`src/rtl/tbp_pkg.sv`:
```
// Constants, register map and helper functions for the PWM channel pair.
package tbp_pkg;
	localparam int TBP_AW = 12;
	localparam int TBP_DW = 32;
	localparam logic [11:0] TBP_IDX_DUTY6 = 12'h38c;
	localparam logic [11:0] TBP_IDX_CTRL6 = 12'h38e;
	localparam logic [11:0] TBP_IDX_DUTY7 = 12'h390;
	localparam logic [11:0] TBP_IDX_CTRL7 = 12'h392;
	localparam logic [11:0] TBP_IDX_PERIOD = 12'h394;
	localparam logic [11:0] TBP_IDX_TCTRL = 12'h395;
	localparam logic [11:0] TBP_IDX_TSTAT = 12'h396;
	localparam logic [11:0] TBP_IDX_TCOUNT = 12'h397;
	localparam logic [11:0] TBP_IDX_PINDIR = 12'h398;
	localparam int TBP_EN_BIT = 7;
	localparam int TBP_OUT_BIT = 5;
	localparam int TBP_POL_BIT = 4;
	localparam int TBP_DCH_MSB = 15;
	localparam int TBP_DCH_LSB = 8;
	localparam int TBP_DCL_MSB = 7;
	localparam int TBP_DCL_LSB = 6;
	localparam int TBP_RUN_BIT = 2;
	localparam int TBP_FLAG_BIT = 0;
	localparam logic [7:0] TBP_PERIOD_RST = 8'hff;
	localparam logic [1:0] TBP_PINDIR_RST = 2'h3;
	localparam logic [1:0] TBP_PS_RST = 2'h0;
	localparam logic [8:0] TBP_TMR_CLK_DIV = 9'h004;
	typedef logic [9:0] tbp_duty_t;

	// Prescale code 0..3 selects 1, 4, 16 or 64; result is its log2.
	function automatic logic [2:0] tbp_ps_shift(input logic [1:0] ps);
		tbp_ps_shift = {ps, 1'b0};
	endfunction

	// Last system clock of one timer increment.
	function automatic logic [7:0] tbp_div_last(input logic [1:0] ps);
		logic [8:0] span;
		span = TBP_TMR_CLK_DIV << tbp_ps_shift(ps);
		tbp_div_last = 8'(span - 9'h001);
	endfunction

	// Places a 10-bit duty value into its 16-bit register layout.
	function automatic logic [15:0] tbp_duty_word(input tbp_duty_t d);
		tbp_duty_word = {d[9:2], d[1:0], 6'h00};
	endfunction
endpackage

```
`src/rtl/tbp_timer.sv`:
```
// Shared period timer with prescaler and 10-bit time base.
`timescale 1ns/100ps
module tbp_timer (
	input wire logic clk, // system clock
	input wire logic rstn, // async reset, low
	input wire logic sleep, // freezes the timer
	input wire logic run, // timer running
	input wire logic [1:0] prescale, // prescale code
	input wire logic [7:0] period_limit, // period setting
	output logic [7:0] period_timer_count, // timer count
	output logic [9:0] time_base, // 10-bit time base
	output logic wrap // count equals limit at increment
);
	import tbp_pkg::*;
	logic [7:0] div_reg, div_next;
	logic [7:0] cnt_reg, cnt_next;
	logic last;
	logic inc;

	always_comb begin
		div_next = div_reg;
		cnt_next = cnt_reg;
		last = div_reg == tbp_div_last(prescale);
		inc = run & ~sleep & last;
		wrap = inc & (cnt_reg == period_limit);
		if (run & ~sleep) begin
			div_next = last ? 8'h00 : div_reg + 8'h01;
		end
		if (inc) begin
			cnt_next = wrap ? 8'h00 : cnt_reg + 8'h01;
		end
	end

	always_ff @(posedge clk or negedge rstn) begin
		if (!rstn) begin
			div_reg <= 8'h00;
			cnt_reg <= 8'h00;
		end else begin
			div_reg <= div_next;
			cnt_reg <= cnt_next;
		end
	end

	assign period_timer_count = cnt_reg;
	// extended time base
	// The time base shows the value that the coming edge loads, so a duty match clears the output on that edge.
	assign time_base = {cnt_next, 2'(div_next >> tbp_ps_shift(prescale))};
endmodule // tbp_timer

```
`src/rtl/tbp_chan.sv`:
```
// One PWM channel: duty buffer, set/clear logic and polarity.
`timescale 1ns/100ps
module tbp_chan (
	input wire logic clk, // system clock
	input wire logic rstn, // async reset, low
	input wire logic sleep, // freezes channel state
	input wire logic en, // channel enable
	input wire logic invert_output_select, // invert output
	input wire tbp_pkg::tbp_duty_t duty, // written duty value
	input wire logic [9:0] time_base, // shared time base
	input wire logic wrap, // end of period
	output logic level // channel output level
);
	import tbp_pkg::*;
	tbp_duty_t buf_reg, buf_next;
	logic raw_reg, raw_next;
	logic level_reg, level_next;

	always_comb begin
		buf_next = buf_reg;
		raw_next = raw_reg;
		level_next = level_reg;
		if (!sleep) begin
			if (!en) begin
				raw_next = 1'b0;
			end else if (wrap) begin
				buf_next = duty;
				raw_next = duty != 10'h000;
			end else if (time_base == buf_reg) begin
				raw_next = 1'b0;
			end
			level_next = en ? (raw_next ^ invert_output_select) : invert_output_select;
		end
	end

	always_ff @(posedge clk or negedge rstn) begin
		if (!rstn) begin
			buf_reg <= 10'h000;
			raw_reg <= 1'b0;
			level_reg <= 1'b0;
		end else begin
			buf_reg <= buf_next;
			raw_reg <= raw_next;
			level_reg <= level_next;
		end
	end

	assign level = level_reg;
endmodule // tbp_chan

```
`src/rtl/tbp_top.sv`:
```
// Two PWM channels with shared timer behind an Avalon-MM slave.
//
// The implementer's own choice: the Avalon-MM slave port.
`timescale 1ns/100ps

// Function
// - In sleep the timer count and channel state hold; pins keep level.
// - On wake the timer resumes from its held count.
// - Output frequency scales directly with the system clock.
// - Reset returns channel registers to reset values; pins become inputs.
// - Control bit 7 enables the channel; read/write, resets to 0.
// - Control bit 5 reads the current output level; resets to 0.
// - Control bit 4 inverts the output; resets to 0.
// - Duty upper eight bits in 15:8, lower two bits in 7:6.
// - Duty value undefined at power-on, untouched by other resets.
// - Pin shows the waveform only once its direction is output.
// - Outputs set at each period end unless duty is zero.
// - Output cleared when time base equals buffered duty.
// - Duty is double buffered and loaded at period match.
// - Time base is timer count extended by two lower bits.
module tbp_top (
	input wire logic clk, // system clock, 25 MHz
	input wire logic rstn, // async reset, low
	input wire logic sleep, // device sleep request
	input wire logic [tbp_pkg::TBP_AW-1:0] avs_address, // register index
	input wire logic avs_read, // read request
	input wire logic avs_write, // write request
	input wire logic [tbp_pkg::TBP_DW-1:0] avs_writedata, // write data
	input wire logic [3:0] avs_byteenable, // byte lanes
	output logic [tbp_pkg::TBP_DW-1:0] avs_readdata, // read data
	output logic avs_waitrequest, // slave not ready
	output logic [1:0] pwm_level, // channel outputs to peripherals
	output logic [1:0] pin_out, // pin data
	output logic [1:0] pin_oe, // pin driver enable
	output logic timer_match_flag // period match flag
);
	import tbp_pkg::*;

	logic wait_reg, wait_next;
	logic [31:0] rdata_reg, rdata_next;
	logic [1:0] en_reg, en_next;
	logic [1:0] pol_reg, pol_next;
	tbp_duty_t duty_reg [2];
	tbp_duty_t duty_next [2];
	logic [7:0] period_reg, period_next;
	logic run_reg, run_next;
	logic [1:0] ps_reg, ps_next;
	logic flag_reg, flag_next;
	logic [1:0] dir_reg, dir_next;
	logic [1:0] oe_reg, oe_next;
	logic [1:0] pout_reg, pout_next;
	logic [7:0] tcount;
	logic [9:0] time_base;
	logic wrap;
	logic [1:0] level;
	logic wr;
	logic rd;

	// Bus handshake: one wait cycle, then the answer.
	always_comb begin
		wr = avs_write & ~wait_reg;
		rd = avs_read & wait_reg;
		wait_next = ~((avs_read | avs_write) & wait_reg);
		rdata_next = rdata_reg;
		if (rd) begin
			rdata_next = 32'h0000_0000;
			case (avs_address)
				TBP_IDX_DUTY6: rdata_next[15:0] = tbp_duty_word(duty_reg[0]);
				TBP_IDX_DUTY7: rdata_next[15:0] = tbp_duty_word(duty_reg[1]);
				TBP_IDX_CTRL6: begin
					rdata_next[TBP_EN_BIT] = en_reg[0];
					rdata_next[TBP_OUT_BIT] = level[0];
					rdata_next[TBP_POL_BIT] = pol_reg[0];
				end
				TBP_IDX_CTRL7: begin
					rdata_next[TBP_EN_BIT] = en_reg[1];
					rdata_next[TBP_OUT_BIT] = level[1];
					rdata_next[TBP_POL_BIT] = pol_reg[1];
				end
				TBP_IDX_PERIOD: rdata_next[7:0] = period_reg;
				TBP_IDX_TCTRL: rdata_next[2:0] = {run_reg, ps_reg};
				TBP_IDX_TSTAT: rdata_next[TBP_FLAG_BIT] = flag_reg;
				TBP_IDX_TCOUNT: rdata_next[7:0] = tcount;
				TBP_IDX_PINDIR: rdata_next[1:0] = dir_reg;
				default: rdata_next = 32'h0000_0000;
			endcase
		end
	end

	always_ff @(posedge clk or negedge rstn) begin
		if (!rstn) begin
			wait_reg <= 1'b1;
			rdata_reg <= 32'h0000_0000;
		end else begin
			wait_reg <= wait_next;
			rdata_reg <= rdata_next;
		end
	end

	// Channel control bits.
	always_comb begin
		en_next = en_reg;
		pol_next = pol_reg;
		if (wr && avs_byteenable[0]) begin
			if (avs_address == TBP_IDX_CTRL6) begin
				en_next[0] = avs_writedata[TBP_EN_BIT];
				pol_next[0] = avs_writedata[TBP_POL_BIT];
			end
			if (avs_address == TBP_IDX_CTRL7) begin
				en_next[1] = avs_writedata[TBP_EN_BIT];
				pol_next[1] = avs_writedata[TBP_POL_BIT];
			end
		end
	end

	always_ff @(posedge clk or negedge rstn) begin
		if (!rstn) begin
			en_reg <= 2'h0;
			pol_reg <= 2'h0;
		end else begin
			en_reg <= en_next;
			pol_reg <= pol_next;
		end
	end

	// Duty values, byte lanes 1 and 0.
	always_comb begin
		duty_next = duty_reg;
		for (int g = 0; g < 2; g++) begin
			if (wr && avs_address == (g == 0 ? TBP_IDX_DUTY6 : TBP_IDX_DUTY7)) begin
				if (avs_byteenable[1]) begin
					duty_next[g][9:2] = avs_writedata[TBP_DCH_MSB:TBP_DCH_LSB];
				end
				if (avs_byteenable[0]) begin
					duty_next[g][1:0] = avs_writedata[TBP_DCL_MSB:TBP_DCL_LSB];
				end
			end
		end
	end

	always_ff @(posedge clk) begin
		duty_reg <= duty_next;
	end

	// Timer setup, match flag and pin direction.
	always_comb begin
		period_next = period_reg;
		run_next = run_reg;
		ps_next = ps_reg;
		dir_next = dir_reg;
		flag_next = flag_reg;
		if (wr && avs_byteenable[0]) begin
			case (avs_address)
				TBP_IDX_PERIOD: period_next = avs_writedata[7:0];
				TBP_IDX_TCTRL: begin
					run_next = avs_writedata[TBP_RUN_BIT];
					ps_next = avs_writedata[1:0];
				end
				TBP_IDX_TSTAT: begin
					if (avs_writedata[TBP_FLAG_BIT]) begin
						flag_next = 1'b0;
					end
				end
				TBP_IDX_PINDIR: dir_next = avs_writedata[1:0];
				default: dir_next = dir_reg;
			endcase
		end
		// A match in the clearing cycle keeps the flag set.
		if (wrap) begin
			flag_next = 1'b1;
		end
		oe_next = ~dir_next;
		pout_next = level;
	end

	always_ff @(posedge clk or negedge rstn) begin
		if (!rstn) begin
			period_reg <= TBP_PERIOD_RST;
			run_reg <= 1'b0;
			ps_reg <= TBP_PS_RST;
			flag_reg <= 1'b0;
			dir_reg <= TBP_PINDIR_RST;
			oe_reg <= 2'h0;
			pout_reg <= 2'h0;
		end else begin
			period_reg <= period_next;
			run_reg <= run_next;
			ps_reg <= ps_next;
			flag_reg <= flag_next;
			dir_reg <= dir_next;
			oe_reg <= oe_next;
			pout_reg <= pout_next;
		end
	end

	tbp_timer u_timer (
		.clk(clk),
		.rstn(rstn),
		.sleep(sleep),
		.run(run_reg),
		.prescale(ps_reg),
		.period_limit(period_reg),
		.period_timer_count(tcount),
		.time_base(time_base),
		.wrap(wrap)
	);

	for (genvar g = 0; g < 2; g++) begin : g_chan
		tbp_chan u_chan (
			.clk(clk),
			.rstn(rstn),
			.sleep(sleep),
			.en(en_reg[g]),
			.invert_output_select(pol_reg[g]),
			.duty(duty_reg[g]),
			.time_base(time_base),
			.wrap(wrap),
			.level(level[g])
		);
	end

	assign avs_waitrequest = wait_reg;
	assign avs_readdata = rdata_reg;
	assign pwm_level = level;
	assign pin_out = pout_reg;
	assign pin_oe = oe_reg;
	assign timer_match_flag = flag_reg;
endmodule // tbp_top

```
`config.mk`:
```
export PLATFORM = sky130hd
export DESIGN_NAME = tbp_top
export DESIGN_NICKNAME = d
export VERILOG_FILES = /design/src/rtl/tbp_pkg.sv /design/src/rtl/tbp_timer.sv /design/src/rtl/tbp_chan.sv /design/src/rtl/tbp_top.sv
export SDC_FILE = /design/constraint.sdc
export NUM_CORES = 1
export LEC_CHECK = 0
export ABC_CLOCK_PERIOD_IN_PS = 4200
export BUFFER_PORTS_ARGS = -buffer_cell sky130_fd_sc_hd__buf_4
export CELL_PAD_IN_SITES_DETAIL_PLACEMENT = 1
export CELL_PAD_IN_SITES_GLOBAL_PLACEMENT = 2
export CORE_MARGIN = 2
export CORE_UTILIZATION = 36
export DETAILED_ROUTE_END_ITERATION = 12
export PLACE_DENSITY_LB_ADDON = 0.05
export SLEW_MARGIN = 20
export SYNTH_ARGS = -nofsm -noshare
export SYNTH_HDL_FRONTEND = slang
export SYNTH_HIERARCHICAL = 1
export SYNTH_SLANG_ARGS = --single-unit
```
`constraint.sdc`:
```
create_clock -name clk -period 4.2 [get_ports clk]
set_clock_uncertainty 0.05 [all_clocks]
set_input_delay 0.84 -clock clk [delete_from_list [all_inputs] [get_ports clk]]
set_output_delay 0.84 -clock clk [all_outputs]
set_load 0.02 [all_outputs]
```
### Word-level counts from Yosys, hierarchy flattened

Cells that the tools add are included.

* bits of input ports: 53
* register bits after elaboration: 99
* logic and storage cells: 103
* output and inout bits: 40

* equality and inequality tests: 13
* reduce and logical (&&, ||, !) cells: 19
* muxes and demuxes: 28
* add/subtract/negate cells: 3
* shift-type cells: 2
* bitwise logic cells: 13

Operators by type and width (count)
* equality test 12 x 10 -> 1 bit (second input constant): 9
* two-way mux 8 bit: 4
* equality test 10 bit: 2
* nonzero test 10 bit: 2
* adder 8 x 1 -> 8 bit (second input constant): 2
* equality test 8 bit: 2
* case mux 8 bit (2 select lines): 1
* AND reduction 2 bit: 8
* two-way mux 1 bit: 14
* AND reduction 3 bit: 3
* case mux 1 bit (4 select lines): 2
* case mux 2 bit (4 select lines): 1
* left shift 3 x 3 -> 8 bit (first input constant): 1
* >> shifter 8 x 3 -> 2 bit: 1
* subtractor 8 x 1 -> 8 bit (second input constant): 1
* AND 1 bit: 6
* case mux 1 bit (6 select lines): 1
* nonzero test 2 bit: 3
* case mux 1 bit (5 select lines): 1
* two-way mux 2 bit: 2
* logical AND 1 bit: 3
* NOT 1 bit: 3
* case mux 1 bit (3 select lines): 1
* NOT 2 bit: 1
* 3 further kinds: 4

### Longest topological paths before layout

Gate-level depths: netlist of run 1.

* depth after elaboration: 14
* gate-level depth with buffers: 13
* gate-level depth less buffers: 11

### Cells and area by module

The synthesis of run 1 kept the hierarchy.

By module, submodules not included
* tbp_top: seq. area each 1590.3 µm², area an instance 2747.6 µm², cells an instance 228, instances 1
* tbp_chan: seq. area each 300.3 µm², area an instance 623.1 µm², cells an instance 52, instances 2
* tbp_timer: seq. area each 400.4 µm², area an instance 1171.1 µm², cells an instance 136, instances 1

### Worst setup path after synthesis of run 1

Ideal clock, no wire load.

* path kind: reg2reg
* start point: reg ps_reg[0]
* end point: reg g_chan[0].u_chan.level_reg
* arrival: 3.514 ns
* path buffers: 1
* library setup time: 0.131 ns
* stages on the path, launching flop included: 13
* path slack: 0.505 ns
* period minus slack after synthesis: 3.695 ns
* data required time: 4.019 ns
* path through: dfrtp_1 -> clkbuf_1 -> or2_2 -> ha_1 -> xor2_1 -> nand2_1 -> a211oi_2 -> nand2_1 -> o21ai_1 -> xor2_1 -> or4_4 -> o311a_1 -> or3_1

* word-level cells in the longest chain between the ends: 14
* elaborated cells on any way between the ends: 17
* those cells by class: add/sub: 1; eq/ne: 2; shift: 2; mux: 9; bitwise: 3

RTL lines
* start, declared: RTL line tbp_top.sv:47 `logic [1:0] ps_reg, ps_next;`
* start signal, assigned: RTL line tbp_top.sv:188 `ps_reg <= ps_next;`
* left shift 3 x 3 -> 8 bit *: RTL line tbp_pkg.sv:37 `span = TBP_TMR_CLK_DIV << tbp_ps_shift(ps);`
* subtractor 8 x 1 -> 8 bit *: RTL line tbp_pkg.sv:38 `tbp_div_last = 8'(span - 9'h001);`
* equality test 8 bit *: RTL line tbp_timer.sv:23 `last = div_reg == tbp_div_last(prescale);`
* AND 1 bit *: RTL line tbp_timer.sv:24 `inc = run & ~sleep & last;`
* AND 1 bit: RTL line tbp_timer.sv:25 `wrap = inc & (cnt_reg == period_limit);`
* two-way mux 8 bit: RTL line tbp_timer.sv:30 `cnt_next = wrap ? 8'h00 : cnt_reg + 8'h01;`
* two-way mux 8 bit *: RTL line tbp_timer.sv:29 `if (inc) begin`
* via time_base[4]: RTL line tbp_top.sv:53 `logic [9:0] time_base;`
* equality test 10 bit *: RTL line tbp_chan.sv:29 `end else if (time_base == buf_reg) begin`
* two-way mux 1 bit *: RTL line tbp_chan.sv:29
* two-way mux 1 bit *: RTL line tbp_chan.sv:26 `end else if (wrap) begin`
* two-way mux 1 bit *: RTL line tbp_chan.sv:24 `if (!en) begin`
* two-way mux 1 bit *: RTL line tbp_chan.sv:23 `if (!sleep) begin`
* XOR 1 bit *: RTL line tbp_chan.sv:32 `level_next = en ? (raw_next ^ invert_output_select) : invert_output_select;`
* two-way mux 1 bit *: RTL line tbp_chan.sv:32
* end signal, assigned: RTL line tbp_chan.sv:44 `level_reg <= level_next;`
* end, declared: RTL line tbp_chan.sv:17 `logic level_reg, level_next;`

Mark *: on every way through the listed nets, which the timed path passes. The rest lies on a longest branch. The select of a mux whose other input is x is not followed.
A chain may end at the register's enable or synchronous reset.

### Worst setup path after layout of run 1

* start point: reg ps_reg[1]
* end point: reg g_chan[0].u_chan.level_reg

The elaborated chain is that of the path after synthesis.

==> qor.yml, run 1 <==
status: "finished clean"
yosysMostFrequentCell: "dfrtp_1"
synthMuxAreaShare_pct: 10.0
worstRegToRegCells: 11
grt_max_degree: 80
syn2layout_area_growth_pct: 18.7
viasPerCell: 5.31
insertion_delay_ns: 0.36
fin_util_pct: 44.0
synthSimpleGateAreaFrac_pct: 18.0
ctsResizeCount: 0
max_slew.worst_pin.slew_ns: 0.819
multiInputGateArea_um2: 2390
post-route-period-util_pct: 89.2
drtIter0Drc: 158
setup_violations: 0
io-pin-count: 93
grt_pass1_wl_um: 22700
fp.coreArea_um2: 13900
grt_pass1_vias: 4135
postCtsSetupRepairBufs: 0
htree_levels: 3
ys_seq_area_share_pct: 50.2
die_x_um: 124
syn-instance-count: 468
synthTopCellsByArea: "dfrtp_1, edfxtp_1, mux2_2, dfstp_2, xnor2_1"
slew_violations: 0
synth-compound-area-share_pct: 10.1
vdd_ir_drop_max_mv: 0.234
cts.path.max_buffers: 2
synth_top_cell_area_share_pct: 32.9
power_density_nw_per_um2: 322
cap_violations: 0
start_util_pct: 37.1
hold_path_depth: 2
cts_root_buffer: "clkbuf_16"
synth_cell_type_count: 60
power_leakage_nw: 2.70
ys.flop_type: "dfrtp_1"
fin_crit_ns: 3.75
hp-class: "reg2reg"
port_buffers: 58
firstDrtPassIters: 4
antennaDiodeCount: 0
clkTransAtPathRegs_ns: 0.07
antenna_found_initial: 0
crit_path_start_kind: "flip-flop"
dp.cells: 706
fin_cells: 722
synth-seq-cells: 99
seqCellArea_um2: 2590
fillCellCount: 1541
nets: 593
max_freq_ghz: 0.267
synthXorXnorAreaFrac_pct: 6.27
wire_per_inst_um: 19.8
tns_ns: 0
syn_area_um2: 5160
yosys_warnings: 6
cts_tree: "yes"
dpl.hpwl_um: 10700
grt_use_met3_pct: 4.40
yosysTopAreaCell: "dfrtp_1"
crit_type: "reg2reg"
drive_gt1_share_pct: 28.6
die_area_um2: 15300
required_ns: 4.39
cts_buffers: 9
use_met1_pct: 26.6
avgSynthCellArea_um2: 11.0
synth_fa_ha_area_share_pct: 0.727
hold_violations: 0
clock_sinks: 99
timing.max_slew.rel_slack_pct: 45.2
synth_edf_count: 20
busiest_layer: "met2"
detail-route-antenna-nets: 0
rsz0062_at_grt: "no"
crit_fanout: 13
die_height_um: 124
drc: 0
cp-end-kind: "flip-flop"
cp.arrival_ns: 3.94
totalWireLength_um: 14300
grt_use_met2_pct: 33.3
vias: 3833
rows: 43
yosys-top-cells-count: "dfrtp_1, mux2_2, nand2_1, nor2_1"
place_congestion: 0.782
ctsHoldBuffers: 0
grt_use_total_pct: 20.1
async_flop_share_pct: 79.8
synth_top_family_by_area: "simple AND/OR/NAND/NOR gates"
grt_overflow: 0
-- worst max-delay path: stages (launching register included) --
cell and delay (ns):
dfrtp_1 0.40, or2_2 0.32, ha_1 0.31, xor2_1 0.13
nand2_1 0.11, a211o_1 0.47, or4_1 0.58, o21ai_1 0.22
xnor2_1 0.16, nand3_1 0.16, o311a_1 0.36, or3_1 0.37
-- per-stage QoR --
stage / instance area, µm² / hold WS, ns / power [mW] / worst slack (ns)
2_1_floorplan: 5220 / 0.393 / 1.08 / 0.505
3_3_place_gp: 5820 / 0.417 / 1.14 / 0.477
3_5_place_dp: 5820 / 0.425 / 1.15 / 0.444
4_1_cts: 6130 / 0.450 / 2.00 / 0.434
5_1_grt: 6130 / 0.477 / 2.05 / 0.224
6_report: 6130 / 0.445 / 1.97 / 0.453
-- cell usage in the layout (no fill, tap or decap), types with 10 or more instances in the layout --
| cell | instances |
|---|---|
| and2_1 | 10 |
| nand2_1 | 35 |
| xnor2_1 | 20 |
| edfxtp_1 | 20 |
| dfstp_2 | 11 |
| nand3_1 | 11 |
| dfrtp_1 | 68 |
| nor2_1 | 25 |
| inv_1 | 10 |
| nor3_1 | 10 |
| o21ai_0 | 14 |
| nor4_1 | 15 |
| buf_4 | 76 |
| mux2_2 | 38 |
| xor2_1 | 17 |
| conb_1 | 16 |
-- final timing paths --
check | slack, ns | start | to
max | 0.45 | ps_reg[1]$_DFFE_PN0P_ | g_chan[0].u_chan/level$_DFFE_PN0N_
max in group asynchronous | 3.11 | rstn | g_chan[0].u_chan/buf_reg[8]$_DFFE_PN0P_
min | 0.44 | g_chan[0].u_chan/raw_reg$_DFFE_PN0N_ | g_chan[0].u_chan/raw_reg$_DFFE_PN0N_
min reg2reg | 0.44 | g_chan[0].u_chan/raw_reg$_DFFE_PN0N_ | g_chan[0].u_chan/raw_reg$_DFFE_PN0N_
max reg2reg | 0.45 | ps_reg[1]$_DFFE_PN0P_ | g_chan[0].u_chan/level$_DFFE_PN0N_
min in group asynchronous | 0.47 | rstn | u_timer/div_reg[4]$_DFF_PN0_
-- power by group --
part           switching, mW  internal, mW
clock network          0.425         0.424
logic                 0.0843        0.0462
registers            0.00588         0.989
total                  0.515          1.46
-- final cells by class --
class | instances | share of cell area, %
clock buffers | 9 | 3.67
inverters | 10 | 0.612
repair buffers | 77 | 9.49
well taps | 180 | 3.67
multi-input cells | 340 | 39.0
flip-flops and latches | 99 | 42.3
clock inverters | 7 | 1.27
-- cells by family (layout without fill, tap and decap cells) --
family                   Yosys count  after routing
AND/OR/NAND/NOR                  162            162
flip-flops                        99             99
other                              1             16
adder cells (fa/ha/maj)            3              3
XOR/XNOR                          37             37
AO/OA/AOI/OAI                     75             75
multiplexers                      47             47
buffers and inverters             44            103
-- routing by layer --
metal	vias up	part of all wire, %
li1	1815	-
met1	1944	47
met2	64	49
met3	10	3.2
met4	0	1.1
met5	-	0
Power figures use the tool's default switching activity.
==> inputs of run 2 (changes only) <==
--- a/config.mk
+++ b/config.mk
@@ -5,13 +5,15 @@
 export SDC_FILE = /design/constraint.sdc
 export NUM_CORES = 1
 export LEC_CHECK = 0
-export ABC_CLOCK_PERIOD_IN_PS = 4200
+export ABC_AREA = 1
+export ABC_CLOCK_PERIOD_IN_PS = 3400
 export BUFFER_PORTS_ARGS = -buffer_cell sky130_fd_sc_hd__buf_4
 export CELL_PAD_IN_SITES_DETAIL_PLACEMENT = 1
 export CELL_PAD_IN_SITES_GLOBAL_PLACEMENT = 2
 export CORE_MARGIN = 2
-export CORE_UTILIZATION = 36
+export CORE_UTILIZATION = 29
 export DETAILED_ROUTE_END_ITERATION = 12
+export GPL_ROUTABILITY_DRIVEN = 0
 export PLACE_DENSITY_LB_ADDON = 0.05
 export SLEW_MARGIN = 20
 export SYNTH_ARGS = -nofsm -noshare
==> constraint.sdc (replaced) <==
create_clock -name clk -period 3.4 [get_ports clk]
set_clock_uncertainty 0.05 [all_clocks]
set_input_delay 0.68 -clock clk [delete_from_list [all_inputs] [get_ports clk]]
set_output_delay 0.68 -clock clk [all_outputs]
set_load 0.02 [all_outputs]
==> run 2 against run 1 <==
Via count increased by 20%. Synthesized cell count increased by 48%. Worst setup slack got worse by 0.17 ns. Worst hold slack got worse by 0.17 ns. Non-clock buffer count decreased by 2. Utilization decreased by 9.1 points. Register-to-register slack got worse by 0.17 ns. Cell area increased by 5.4%. Critical path depth increased by 13. Largest power group unchanged. Sequential power increased by 26%. Flip-flop and latch count unchanged. Synthesized area increased by 5.2%.
==> qor.yml, run 2 <==
status: "finished clean"
cts_tree: "yes"
drtIter0Drc: 166  # +5.1%
fp.coreArea_um2: 18500  # +33%
cts.path.max_buffers: 2  # unchanged
slowest_stage: "dfrtp_2"
vias: 4600  # +20%
grt_overflow: 0  # unchanged
syn_area_um2: 5430  # +5.2%
grt_max_degree: 44  # -45%
insertion_delay_ns: 0.36  # about the same
cts_root_buffer: "clkbuf_16"
p_int_mw: 1.89  # +30%
clkTransAtPathRegs_ns: 0.08  # about the same
crit_type: "reg2reg"
power_density_nw_per_um2: 395  # +23%
cp.arrival_ns: 3.32  # -0.62 ns
hold_violations: 0  # unchanged
synth_edf_count: 20  # unchanged
ctsHoldBuffers: 0  # unchanged
worst_path_largest_cell_delay_ns: 0.48  # -0.10 ns
ys.flop_type: "dfrtp_1"
mostFrequentLayoutCells: "nand2_1, inv_1, buf_4"
clockPowerShare_pct: 42.5  # -0.5 points
r2r-end: "g_chan[0].u_chan/level$_DFFE_PN0N_"
grt_pass1_vias: 4814  # +16%
antennaDiodeCount: 0  # unchanged
dp.cells: 991  # +40%
yosys_warnings: 6  # unchanged
viasPerCell: 4.57  # -14%
clock_sinks: 99  # unchanged
worstReg2RegStart: "ps_reg[1]$_DFFE_PN0P_"
vdd_ir_drop_max_mv: 0.237  # +0.95%
path_cells: "nor2_4, inv_1, ha_1, inv_1, nand2_1, nand3_1, nor2_1, nand3_2, buf_4, a21oi_1, nor2_1, buf_4, inv_1, nand2_1, nand2_1, nand2_1, nor2_1, nand3_1, nand2_1, nand2_2, nand2_2, nand2_1, nand3_1, nand2_1"
die_x_um: 141  # +14%
syn2layout_area_growth_pct: 18.9
setup_violations: 0  # unchanged
multiInputGateArea_um2: 2280  # -4.7%
tns_ns: 0  # unchanged
power_leakage_nw: 3.10  # +15%
cp-end-kind: "flip-flop"
cap_violations: 0  # unchanged
yosys-top-cells-count: "nand2_1, inv_1, nor2_1, dfrtp_1, nand3_1"
switching_share_pct: 25.9  # -0.23 points
synthTopCellsByArea: "dfrtp_1, nand2_1, edfxtp_1, inv_1, nand3_1"
worstRegToRegCells: 24  # +13
start_util_pct: 29.3  # -7.7 points
hp-class: "in2async"
grt_use_total_pct: 17.2  # -3.0 points
post-route-period-util_pct: 91.7  # +2.5 points
cts_buffers: 9  # unchanged
detail-route-antenna-nets: 0  # unchanged
totalWireLength_um: 16300  # +14%
timing.critical_path.mode_cell: "nand2_1"
fin_crit_ns: 3.12  # -0.628 ns
avgSynthCellArea_um2: 7.83  # -29%
timing.max_slew.rel_slack_pct: 45.5  # +0.32 points
grt_pass1_wl_um: 26300  # +16%
antenna_found_initial: 0  # unchanged
fin_cells: 1007  # +39%
crit_path_start_kind: "flip-flop"
synth-seq-cells: 99  # unchanged
syn-instance-count: 694  # +48%
ys_seq_area_share_pct: 47.7  # -2.5 points
placed_area_um2: 6140  # +5.5%
firstDrtPassIters: 4  # unchanged
required_ns: 3.60  # -0.79 ns
io-pin-count: 93  # unchanged
rsz0062_at_grt: "no"
p_switching_mw: 0.661  # +28%
ctsResizeCount: 0  # unchanged
drc: 0  # unchanged
crit_fanout: 19  # +6
htree_levels: 3  # unchanged
async_flop_share_pct: 79.8  # unchanged
max_freq_ghz: 0.321  # +20%
seqCellArea_um2: 2590  # about the same
synth_cell_type_count: 33  # -45%
dpl.hpwl_um: 12700  # +18%
synth_top_cell_area_share_pct: 31.3  # -1.6 points
fillCellCount: 2264  # +47%
rows: 50  # +16%
final_common_cell: "nand2_1"
die_area_um2: 19800  # +30%
fin_area_um2: 6460  # +5.4%
slew_violations: 0  # unchanged
yosysMostFrequentCell: "nand2_1"
max_slew.worst_pin.slew_ns: 0.814  # -0.00484 ns
combPwrFrac_pct: 8.5  # +1.9 points
die_height_um: 141  # +14%
postCtsSetupRepairBufs: 0  # unchanged
wire_per_inst_um: 16.2  # -18%
seqPwrFrac_pct: 49.0  # -1.4 points
drive_gt1_share_pct: 18.9  # -9.7 points
nets: 824  # +39%
port_buffers: 58  # unchanged
yosysTopAreaCell: "dfrtp_1"
ff2ff_setup_slack_ns: 0.28  # -0.17 ns
==> run 2: layout make-up <==
class | instances | area share, %
clock buffers | 9 | 3.49
inverters | 112 | 6.55
repair buffers | 75 | 8.72
well taps | 234 | 4.53
multi-input cells | 471 | 35.3
clock inverters | 7 | 1.28
flip-flops and latches | 99 | 40.2
==> run 2: worst max-delay path by stage <==
stage / start / end / slack, ns / cells past startpoint
after floorplan: ps_reg[1]$_DFFE_PN0P_ / g_chan[0].u_chan/level$_DFFE_PN0N_ / 0.85 / 23
after global placement: ps_reg[1]$_DFFE_PN0P_ / g_chan[0].u_chan/level$_DFFE_PN0N_ / 0.23 / 23
after detailed placement: ps_reg[1]$_DFFE_PN0P_ / g_chan[0].u_chan/level$_DFFE_PN0N_ / 0.18 / 24
after CTS: ps_reg[1]$_DFFE_PN0P_ / g_chan[0].u_chan/level$_DFFE_PN0N_ / 0.15 / 24
after global routing: ps_reg[1]$_DFFE_PN0P_ / g_chan[0].u_chan/level$_DFFE_PN0N_ / 0.02 / 24
final: ps_reg[1]$_DFFE_PN0P_ / g_chan[0].u_chan/level$_DFFE_PN0N_ / 0.28 / 24
==> run 2: routing by layer <==
layer,part of all wire [%],GRT usage (%)
met5,0,0
met4,1.3,5.37
met3,2.6,2.04
met2,46,27.9
met1,50,24.0
==> run 2: stage by stage <==
stage / hold slack, ns / setup WS (ns) / util, % / total power, mW
after floorplan: 0.334 / 0.848 / - / 1.39
after global placement: 0.416 / 0.233 / 33.2 / 1.49
after detailed placement: 0.423 / 0.176 / 33.2 / 1.50
after CTS: 0.304 / 0.152 / 34.8 / 2.60
after global routing: 0.323 / 0.0151 / 34.9 / 2.65
final: 0.277 / 0.282 / 34.9 / 2.55
==> run 2: power groups by stage <==
stage	clock network, mW	logic (mW)	registers, mW
finish	1.09	0.217	1.25
detailed placement	0	0.223	1.28
floorplan	0	0.0894	1.30
global route	1.16	0.240	1.25
CTS	1.12	0.223	1.25
global placement	0	0.220	1.28
==> run 2: worst max-delay path, delay by kind of cell (launching register included) <==
kind / cells / cell delay (ns)
AND/OR/NAND/NOR: 17 / 1.53
adder cells (fa/ha/maj): 1 / 0.30
buffers and inverters: 5 / 0.53
flip-flops: 1 / 0.48
AO/OA/AOI/OAI: 1 / 0.13
==> run 2: kinds of logic after synthesis <==
kind of cell	share of synthesized area, %
mux	0.829
buf+inv	11.5
other cells	0.0690
compound gates	6.15
fa+ha+maj	0.691
flops	47.7
xor+xnor	3.22
simple gates	29.9
